### config.mk
export PLATFORM = sky130hd
export DESIGN_NAME = fpl_front_panel
export DESIGN_NICKNAME = d
export VERILOG_FILES = /design/src/hw/fpl_debounce.v /design/src/hw/fpl_front_panel.v
export VERILOG_INCLUDE_DIRS = /design/src /design/src/pkg
export SDC_FILE = /design/constraint.sdc
export NUM_CORES = 1
export LEC_CHECK = 0
export BUFFER_PORTS_ARGS = -buffer_cell sky130_fd_sc_hd__clkbuf_2
export CORE_UTILIZATION = 55
export CTS_BUF_LIST = sky130_fd_sc_hd__clkbuf_16
export DETAILED_ROUTE_END_ITERATION = 8
export PLACE_DENSITY_LB_ADDON = 0.25
export SETUP_SLACK_MARGIN = 0.1
export SYNTH_ARGS = -nofsm -noshare
export SYNTH_HDL_FRONTEND = slang
export SYNTH_SLANG_ARGS = --single-unit
### constraint.sdc
create_clock -name clock_in -period 2.5 [get_ports clock_in]
set_input_delay 0.625 -clock clock_in [delete_from_list [all_inputs] [get_ports clock_in]]
set_output_delay 0.625 -clock clock_in [all_outputs]
set_load 0.02 [all_outputs]
### src/pkg/fpl_regs.vh
// Function
// - a press of the abort button raises an interrupt request toward the local processor.
// - the abort interrupt fires on the edge of the filtered button, so one press gives one request.
// - the reset button resets every on-board device and drives backplane reset when system controller.
// - backplane reset comes from the reset button, power-up reset, watchdog expiry or a control bit.
// - the failure lamp lights while a board fault is present.
// - the status lamp lights while the processor is halted.
// - the run lamp lights while any local bus master runs a local bus cycle.
// - the system controller lamp lights while the board is backplane system controller.
// - the network lamp lights while the network controller owns the local bus.
// - the disk lamp lights while the disk controller owns the local bus.
// - the backplane lamp lights while the board is master or slave of a backplane cycle.
// - power-up and every reset start initialization of processor, hardware and firmware.
`ifndef FPL_REGS_VH
`define FPL_REGS_VH

`define FPL_CLK_MHZ        250
`define FPL_DEBOUNCE_US    1000
`define FPL_DEBOUNCE_CYC   (`FPL_DEBOUNCE_US * `FPL_CLK_MHZ)
`define FPL_RST_HOLD_NS    1000
`define FPL_RST_HOLD_CYC   ((`FPL_RST_HOLD_NS * `FPL_CLK_MHZ) / 1000)
`define FPL_CNT_W          20

`endif

### src/hw/fpl_debounce.v
`timescale 1ns/1ps
`default_nettype none
// three-stage sync plus stability filter for a push button (active high = pressed)
module fpl_debounce #(
    parameter integer STABLE_CYC = 250000,
    parameter integer CNT_W      = 20
) (
    input  wire       clock_in,
    input  wire       rst_b_in,
    input  wire       button_in,
    output reg        level_out,
    output reg        rise_out
);
    reg [2:0]       sync_reg;
    reg [CNT_W-1:0] count_reg;

    ////////////////////////////////////////////////////////////////////////////
    // stage 0 is only read by stage 1; stages 1 and 2 must agree before counting
    always @(posedge clock_in) begin
        if (!rst_b_in) begin
            sync_reg  <= 3'h0;
            count_reg <= {CNT_W{1'b0}};
            level_out <= 1'b0;
            rise_out  <= 1'b0;
        end else begin
            sync_reg <= {sync_reg[1:0], button_in};
            rise_out <= 1'b0;
            if (sync_reg[2] != sync_reg[1] || sync_reg[2] == level_out) begin
                count_reg <= {CNT_W{1'b0}}; // bounce restarts the wait
            end else if (count_reg == STABLE_CYC[CNT_W-1:0] - 1'b1) begin
                count_reg <= {CNT_W{1'b0}};
                level_out <= sync_reg[2];
                rise_out  <= sync_reg[2]; // edge, not level: one pulse per press
            end else begin
                count_reg <= count_reg + 1'b1;
            end
        end
    end
endmodule // fpl_debounce
`default_nettype wire

### src/hw/fpl_front_panel.v
`timescale 1ns/1ps
`default_nettype none
`include "fpl_regs.vh"
// front panel: abort interrupt, reset distribution, status lamps
module fpl_front_panel #(
    parameter integer DEBOUNCE_CYC = `FPL_DEBOUNCE_CYC,
    parameter integer RST_HOLD_CYC = `FPL_RST_HOLD_CYC
) (
    input  wire clock_in,
    input  wire rst_b_in,
    input  wire abort_button_in,
    input  wire reset_button_in,
    input  wire abort_ack_in,
    input  wire watchdog_expired_in,
    input  wire sw_sysreset_bit_in,
    input  wire sys_ctrl_role_in,
    input  wire board_fault_in,
    input  wire cpu_halted_in,
    input  wire local_cycle_active_in,
    input  wire net_bus_master_in,
    input  wire disk_bus_master_in,
    input  wire vme_master_cycle_in,
    input  wire vme_slave_access_in,
    output reg  abort_irq_out,
    output reg  board_reset_out,
    output reg  sysreset_out,
    output reg  fail_lamp_out,
    output reg  stat_lamp_out,
    output reg  run_lamp_out,
    output reg  system_controller_lamp_out,
    output reg  net_lamp_out,
    output reg  disk_lamp_out,
    output reg  vme_lamp_out
);
    wire       abort_rise;
    wire       reset_level;
    wire       reset_rise;
    wire       reset_request;
    wire       hold_busy;
    reg        wdog_reg;
    reg        pwr_up_reg;
    reg [`FPL_CNT_W-1:0] hold_reg;

    ////////////////////////////////////////////////////////////////////////////
    // true while a stretch counter still has cycles left; shared by both resets
    function count_busy;
        input [`FPL_CNT_W-1:0] count;
        begin
            count_busy = (count != {`FPL_CNT_W{1'b0}});
        end
    endfunction

    ////////////////////////////////////////////////////////////////////////////
    // button filters
    fpl_debounce #(.STABLE_CYC(DEBOUNCE_CYC), .CNT_W(`FPL_CNT_W)) u_abort (
        .clock_in  (clock_in),
        .rst_b_in  (rst_b_in),
        .button_in (abort_button_in),
        .level_out (),
        .rise_out  (abort_rise)
    );
    fpl_debounce #(.STABLE_CYC(DEBOUNCE_CYC), .CNT_W(`FPL_CNT_W)) u_reset (
        .clock_in  (clock_in),
        .rst_b_in  (rst_b_in),
        .button_in (reset_button_in),
        .level_out (reset_level),
        .rise_out  (reset_rise)
    );

    ////////////////////////////////////////////////////////////////////////////
    // abort request is sticky until the processor acknowledges; set beats clear
    always @(posedge clock_in) begin
        if (!rst_b_in) begin
            abort_irq_out <= 1'b0;
        end else if (abort_rise) begin
            abort_irq_out <= 1'b1;
        end else if (abort_ack_in) begin
            abort_irq_out <= 1'b0;
        end
    end

    ////////////////////////////////////////////////////////////////////////////
    // power-up marker: high through reset and one cycle after, so that
    // leaving reset alone still gives a full stretched board reset
    always @(posedge clock_in) begin
        if (!rst_b_in) begin
            pwr_up_reg <= 1'b1;
        end else begin
            pwr_up_reg <= 1'b0;
        end
    end

    // watchdog is on-chip logic, sampled once to close timing only
    always @(posedge clock_in) begin
        if (!rst_b_in) begin
            wdog_reg <= 1'b0;
        end else begin
            wdog_reg <= watchdog_expired_in;
        end
    end

    // any of the four sources; the button edge is kept so that a press that
    // ends early still loads a full stretch
    assign reset_request = pwr_up_reg || reset_rise || reset_level
                        || wdog_reg || sw_sysreset_bit_in;
    assign hold_busy     = count_busy(hold_reg);

    ////////////////////////////////////////////////////////////////////////////
    // reset stretcher: each source gives at least RST_HOLD_CYC of reset
    always @(posedge clock_in) begin
        if (!rst_b_in) begin
            hold_reg <= {`FPL_CNT_W{1'b0}};
        end else if (reset_request) begin
            hold_reg <= RST_HOLD_CYC[`FPL_CNT_W-1:0];
        end else if (hold_busy) begin
            hold_reg <= hold_reg - 1'b1;
        end
    end

    // on-board reset follows the held button at once, then the stretch
    always @(posedge clock_in) begin
        if (!rst_b_in) begin
            board_reset_out <= 1'b1;
        end else begin
            board_reset_out <= pwr_up_reg || reset_level || hold_busy;
        end
    end

    // backplane reset only while system controller: a board that is not
    // controller must never pull the shared line
    always @(posedge clock_in) begin
        if (!rst_b_in) begin
            sysreset_out <= 1'b0;
        end else begin
            sysreset_out <= sys_ctrl_role_in
                         && (pwr_up_reg || reset_level || hold_busy);
        end
    end

    ////////////////////////////////////////////////////////////////////////////
    // lamps: inputs are same-clock status, registered so lamps come from flops
    // and a one-cycle glitch of a status line is at most one cycle of light

    // board failure lamp
    always @(posedge clock_in) begin
        if (!rst_b_in) begin
            fail_lamp_out <= 1'b0;
        end else begin
            fail_lamp_out <= board_fault_in;
        end
    end

    // processor halted lamp
    always @(posedge clock_in) begin
        if (!rst_b_in) begin
            stat_lamp_out <= 1'b0;
        end else begin
            stat_lamp_out <= cpu_halted_in;
        end
    end

    // local bus cycle in progress lamp
    always @(posedge clock_in) begin
        if (!rst_b_in) begin
            run_lamp_out <= 1'b0;
        end else begin
            run_lamp_out <= local_cycle_active_in;
        end
    end

    // system controller role lamp
    always @(posedge clock_in) begin
        if (!rst_b_in) begin
            system_controller_lamp_out <= 1'b0;
        end else begin
            system_controller_lamp_out <= sys_ctrl_role_in;
        end
    end

    // network controller owns the local bus
    always @(posedge clock_in) begin
        if (!rst_b_in) begin
            net_lamp_out <= 1'b0;
        end else begin
            net_lamp_out <= net_bus_master_in;
        end
    end

    // disk controller owns the local bus
    always @(posedge clock_in) begin
        if (!rst_b_in) begin
            disk_lamp_out <= 1'b0;
        end else begin
            disk_lamp_out <= disk_bus_master_in;
        end
    end

    // backplane in use, as master or as slave
    always @(posedge clock_in) begin
        if (!rst_b_in) begin
            vme_lamp_out <= 1'b0;
        end else begin
            vme_lamp_out <= vme_master_cycle_in || vme_slave_access_in;
        end
    end
endmodule // fpl_front_panel
`default_nettype wire

==> results of run 1 <==
power by group:
group          internal [mW]  switching, mW  leakage (nW)
combinational         0.0462         0.0753         0.543
clock                  0.770          0.515         0.143
sequential              1.33         0.0172         0.667
metal layers:
| metal | GRT usage [%] | vias to the layer above | wire, um |
|---|---|---|---|
| li1 | - | 1579 | - |
| met1 | 27.58 | 1478 | 3541 |
| met2 | 39.49 | 71 | 3650 |
| met3 | 6.660 | 5 | 295 |
| met4 | 9.091 | 0 | 68 |
| met5 | 0 | - | 0 |
worst max-delay path: stages (launching register included):
cell     delay [ns]
dfxtp_1        0.35
inv_1          0.11
ha_1           0.18
nor3b_1        0.45
nand3_1        0.24
or4b_2         0.64
a21oi_1        0.16
cell usage in the layout, fill, tap and decap left out, types with 4 or more instances in the layout:
cell type and instances:
buf_4 5, a21oi_1 22, nor3_1 18, xnor2_1 14, clkbuf_2 24, nand4_1 15
or3_1 16, and2_1 14, nand2b_1 4, dfxtp_1 82, xor2_1 10, and4_1 5
o31ai_1 12, inv_1 14, o21ai_0 13, nand3_1 21, nor4_1 12, ha_1 4
clkbuf_16 9, nand2_1 27, or4_1 15, and3_1 4, nor2_1 42
through the flow:
step	power, mW	instance area, um2	setup slack, ns
floorplan	1.450	3611	0.5620
global placement	1.491	3814	0.4005
detailed placement	1.495	3814	0.3017
CTS	2.779	4110	0.2945
global route	2.842	4110	0.1750
finish	2.753	4110	0.2851
kinds of logic after synthesis:
logic type | share of synthesized area (%)
simple gates | 30.94
fa+ha+maj | 1.386
xor+xnor | 5.821
flops | 45.46
mux | 0.8316
compound gates | 12.79
buf+inv | 2.772
area by class of cell:
cell class                      count  share of cell area, %
Clock inverter                      7                  1.735
Sequential cell                    82                  39.94
Inverter                           13                  1.187
Timing Repair Buffer               29                  3.836
Clock buffer                        9                  5.479
Tap cell                           77                  2.344
Multi-Input combinational cell    306                  45.48
path summary, 6_finish.rpt:
path | from | endpoint | slack [ns]
worst max register to register | hold_reg[0] | hold_reg[12] | 0.29
worst min register to register | u_abort.sync_reg[0] | u_abort.sync_reg[1] | 0.43
worst max-delay path | hold_reg[0] | hold_reg[12] | 0.29
worst min-delay path | u_abort.sync_reg[0] | u_abort.sync_reg[1] | 0.43
==> load_flow_metrics.sql, run 1 <==
INSERT INTO impl_metrics (metric_group, metric, value, unit) VALUES
('run_status', 'status', 'finished, final reports clean', ''),
('synth', 'synthTopCellsByArea', 'dfxtp_1, nor2_1, xnor2_1', ''),
('setup_path', 'reg2regPathDepth', '6', ''),
('clocking', 'cts.htree.levels', '3', ''),
('synth', 'ys_seq_elements', '82', ''),
('synth', 'ys_seq_area_share', '45.46', '%'),
('power_and_ir_drop', 'cellPowerDensity', '669.7', 'nW/um2'),
('synth', 'synth_most_common_cell', 'dfxtp_1', ''),
('die', 'floorplan.die.width', '83.03', 'um'),
('die', 'start_util', '56.87', '%'),
('die', 'die_height', '83.03', 'um'),
('final_layout', 'layout.area.seq', '1642', 'um2'),
('synth', 'syn_avg_cell_area', '8.722', 'um2'),
('synth', 'ys.flop_type', 'dfxtp_1', ''),
('setup_path', 'end_kind', 'flip-flop', ''),
('final_layout', 'nNetsFinal', '460', ''),
('grt', 'grt_overflow', '0', ''),
('synth', 'synthDominantCellAreaShare', '45.46', '%'),
('synth', 'syn_inst', '414', ''),
('die', 'i_o_pin_count', '25', ''),
('grt', 'vias_in_the_first_global_route', '3056', ''),
('setup_path', 'worst_ep_arrival_time', '2.46', 'ns'),
('synth', 'syn-num-nets', '433', ''),
('final_layout', 'final_core_utilization', '64.73', '%'),
('setup_path', 'path_class', 'reg2reg', ''),
('detailed_routing', 'remaining_drc_errors', '0', ''),
('hold_path', 'min-delay-path-class', 'reg2reg', ''),
('place', 'io_buffers', '24', ''),
('die', 'die-area', '6893', 'um2'),
('place', 'dp_hpwl', '5.227', 'mm'),
('synth', 'synth-warning-count', '0', ''),
('hold_path', 'timing.hold.worst_path_depth', '1', ''),
('detailed_routing', 'routed_via_density', '5.990', ''),
('timing', 'finalMaxSlewViolations', '0', ''),
('final_layout', 'final_layout_size_suffix_gt1_share', '10.99', '%'),
('timing', 'timing.setup.tns', '0', 'ns'),
('timing', 'rsz0062_at_grt', 'false', ''),
('power_and_ir_drop', 'peakVddDrop', '579.6', 'uV'),
('setup_path', 'worst-path-max-fanout', '6', ''),
('place', 'placed_cells_incl_taps', '507', ''),
('timing', 'finalCritPeriodShare', '88.59', '%'),
('clocking', 'worst_setup_hold_path_clk_slew', '0.06', 'ns'),
('synth', 'fraction_of_synthesis_flops_using_an_asynchronous_set_or_reset_pin', '0', '%'),
('final_layout', 'multi_input_comb_area', '1869', 'um2'),
('timing', 'clock_skew', '0.006925', 'ns'),
('detailed_routing', 'routed_wl', '7.555', 'mm'),
('grt', 'grt_pass1_wl', '13.13', 'mm'),
('clocking', 'ctsRootBufferMaster', 'clkbuf_16', ''),
('detailed_routing', 'routedWlPerCell', '14.45', 'um'),
('clocking', 'post_cts_sizing', '0', ''),
('synth', 'synth_cell_type_count', '44', ''),
('final_layout', 'insertedDiodeCount', '0', ''),
('die', 'num_rows', '29', ''),
('setup_path', 'worstPathRequired', '2.75', 'ns'),
('job', 'drv_cap', '0', ''),
('final_layout', 'fill_cells', '529', ''),
('timing', 'worst-slew-pin-transition', '0.7799', 'ns'),
('clocking', 'hold_buffers', '0', ''),
('clocking', 'cts_inserted_buffers', '9', ''),
('grt', 'grt_antenna_before_repair', '0', ''),
('clocking', 'cts.path.max_buffers', '2', ''),
('die', 'placeableCoreArea', '6350', 'um2'),
('timing', 'timing.final.crit_period', '2.215', 'ns'),
('synth', 'synth_enable_flop_cells', '0', ''),
('detailed_routing', 'via_count', '3133', ''),
('timing', 'final.hold.worst_slack', '0.4321', 'ns'),
('place', 'gp_routability_congestion', '0.9135', ''),
('clocking', 'tritoncts', 'yes', ''),
('synth', 'synth_top_cell_by_area', 'dfxtp_1', ''),
('power_and_ir_drop', 'static-leakage-power', '1.353', 'nW'),
('timing', 'setup_viol_count_final', '0', '');
(Power assumes the default switching activity.)
==> inputs of run 2 (changes only) <==
- SETUP_SLACK_MARGIN: 0.1 -> 0.5
==> run 2 against run 1 <==
Against the previous run:
- sequential share of layout area down 0.77 points
- setup slack better by 0.26 ns
- register-to-register slack better by 0.26 ns
- clock power about the same
==> load_flow_metrics.sql, run 2 (synthesis gave the netlist of run 1 again) <==
INSERT INTO impl_metrics (metric_group, metric, value, unit) VALUES
('die', 'die-area', '6893', 'um2'),
('setup_path', 'end_kind', 'flip-flop', ''),
('power_and_ir_drop', 'cellPowerDensity', '659.1', 'nW/um2'),
('timing', 'finalCritPeriodShare', '78.35', '%'),
('final_layout', 'layout_commonest_cell', 'dfxtp_1', ''),
('clocking', 'cts.path.max_buffers', '2', ''),
('setup_path', 'critical-path-max-stage-delay', '0.42', 'ns'),
('run_status', 'status', 'finished, final reports clean', ''),
('clocking', 'cts_inserted_buffers', '9', ''),
('final_layout', 'multi_input_comb_area', '1943', 'um2'),
('detailed_routing', 'via_count', '3172', ''),
('power_and_ir_drop', 'peakVddDrop', '595.6', 'uV'),
('setup_path', 'timing.critical_path.max_delay_family', 'simple AND/OR/NAND/NOR gates', ''),
('die', 'num_rows', '29', ''),
('clocking', 'worst_setup_hold_path_clk_slew', '0.06', 'ns'),
('final_layout', 'final_layout_size_suffix_gt1_share', '15.85', '%'),
('setup_path', 'worst_ep_arrival_time', '2.22', 'ns'),
('grt', 'grt_max_degree', '21', ''),
('detailed_routing', 'routedWlPerCell', '14.62', 'um'),
('final_layout', 'final_core_utilization', '66.21', '%'),
('power_and_ir_drop', 'static-leakage-power', '1.373', 'nW'),
('setup_path', 'cp_num_buf_inv', '1', ''),
('final_layout', 'fill_cells', '520', ''),
('grt', 'vias_in_the_first_global_route', '3090', ''),
('clocking', 'insertion_delay', '0.33', 'ns'),
('die', 'placeableCoreArea', '6350', 'um2'),
('setup_path', 'worstSetupStartpointType', 'flip-flop', ''),
('timing', 'final.hold.worst_slack', '0.4323', 'ns'),
('final_layout', 'finalNonFillerCells', '525', ''),
('detailed_routing', 'postRouteAntennaNets', '0', ''),
('grt', 'grt_overflow', '0', ''),
('die', 'die_height', '83.03', 'um'),
('grt', 'grt_pass1_wl', '13.30', 'mm'),
('clocking', 'tritoncts', 'yes', ''),
('setup_path', 'timing.critical_path.cells', 'inv_2 -> ha_2 -> or3b_4 -> or3_1 -> or4_1 -> a21oi_2', ''),
('hold_path', 'min-delay-path-class', 'reg2reg', ''),
('detailed_routing', 'drt_iter0_drc', '173', ''),
('final_layout', 'layout.area.seq', '1647', 'um2'),
('timing', 'clock_skew', '0.006284', 'ns'),
('timing', 'finalMaxSlewViolations', '0', ''),
('timing', 'timing.setup.tns', '0', 'ns'),
('timing', 'rsz0062_at_grt', 'true', ''),
('final_layout', 'final_standard_cell_area_without_fillers', '4204', 'um2'),
('place', 'placed_cells_incl_taps', '507', ''),
('clocking', 'ctsRootBufferMaster', 'clkbuf_16', ''),
('grt', 'grt_antenna_before_repair', '0', ''),
('final_layout', 'areaGrowthSynthToFinish', '16.42', '%'),
('detailed_routing', 'remaining_drc_errors', '0', ''),
('setup_path', 'worstPathRequired', '2.76', 'ns'),
('job', 'drv_cap', '0', ''),
('detailed_routing', 'drt_pre_antenna_iters', '4', ''),
('setup_path', 'path_class', 'reg2reg', ''),
('setup_path', 'timing.critical_path.slowest_stage_cell', 'or4_1', ''),
('clocking', 'hold_buffers', '0', ''),
('timing', 'timing.final.crit_period', '1.959', 'ns'),
('clocking', 'cts.htree.levels', '3', ''),
('detailed_routing', 'routed_via_density', '6.042', ''),
('die', 'i_o_pin_count', '25', ''),
('timing', 'finalHoldViolCount', '0', ''),
('die', 'start_util', '56.87', '%'),
('final_layout', 'nNetsFinal', '462', ''),
('timing', 'timing.fmax', '510.5', 'MHz'),
('place', 'dpl_cell_area', '3814', 'um2'),
('timing', 'timing.max_slew.rel_slack', '63.59', '%'),
('clocking', 'tritoncts_num_sinks', '82', ''),
('grt', 'grt_util_all_layers', '23.56', '%'),
('place', 'io_buffers', '24', ''),
('setup_path', 'worst-path-max-fanout', '5', ''),
('final_layout', 'insertedDiodeCount', '0', ''),
('place', 'gp_routability_congestion', '0.9135', ''),
('final_layout', 'mostFrequentLayoutCells', 'dfxtp_1, nor2_1, nand2_1', ''),
('die', 'floorplan.die.width', '83.03', 'um'),
('place', 'dp_hpwl', '5.227', 'mm'),
('timing', 'setup_viol_count_final', '0', ''),
('timing', 'worst-slew-pin-transition', '0.5323', 'ns'),
('detailed_routing', 'routed_wl', '7.674', 'mm');
run 2: changes by cell type in the layout (fill, tap and decap cells not counted), moves of 2 or more:
cell	before	now
nand3_1	21	19
nand3_2	0	2
inv_2	0	2
dfxtp_1	82	78
inv_1	14	12
buf_4	5	7
nor4_2	0	3
nor4_1	12	9
dfxtp_2	0	4
run 2: final cells by class:
type                       instances  area share [%]
multi-input combinational        306           46.22
sequential                        82           39.17
clock buffer                       9           5.357
timing repair buffer              31           4.107
tap                               77           2.292
clock inverter                     7           1.696
inverter                          13           1.161
run 2: what timing repair did:
action / in CTS / in global routing
pin swaps: 0 / 2
gates resized for setup: 5 / 18
buffers inserted: 0 / 2
endpoints found under the setup margin: 12 / 21
run 2: through the flow:
step	setup WS [ns]	total power, mW
2_1_floorplan	0.5620	1.450
3_3_place_gp	0.4005	1.491
3_5_place_dp	0.3017	1.495
4_1_cts	0.4172	2.782
5_1_grt	0.4371	2.861
6_report	0.5412	2.771
run 2: power by group:
part / switching, mW / internal, mW
Clock: 0.516 / 0.770
Combinational: 0.0785 / 0.0565
Sequential: 0.0204 / 1.33
run 2: metal layers:
layer	routed length [um]	track usage, %
met3	371	7.058
met2	3711	40.24
met1	3494	27.65
met4	97	9.248
met5	0	0
run 2: worst paths after layout:
check / slack, ns / endpoint / start / cells past startpoint
worst max register to register: 0.54 / hold_reg[14] / hold_reg[0] / 6
worst max-delay path: 0.54 / hold_reg[14] / hold_reg[0] / 6
worst min register to register: 0.43 / u_abort.sync_reg[1] / u_abort.sync_reg[0] / 1
worst min-delay path: 0.43 / u_abort.sync_reg[1] / u_abort.sync_reg[0] / 1
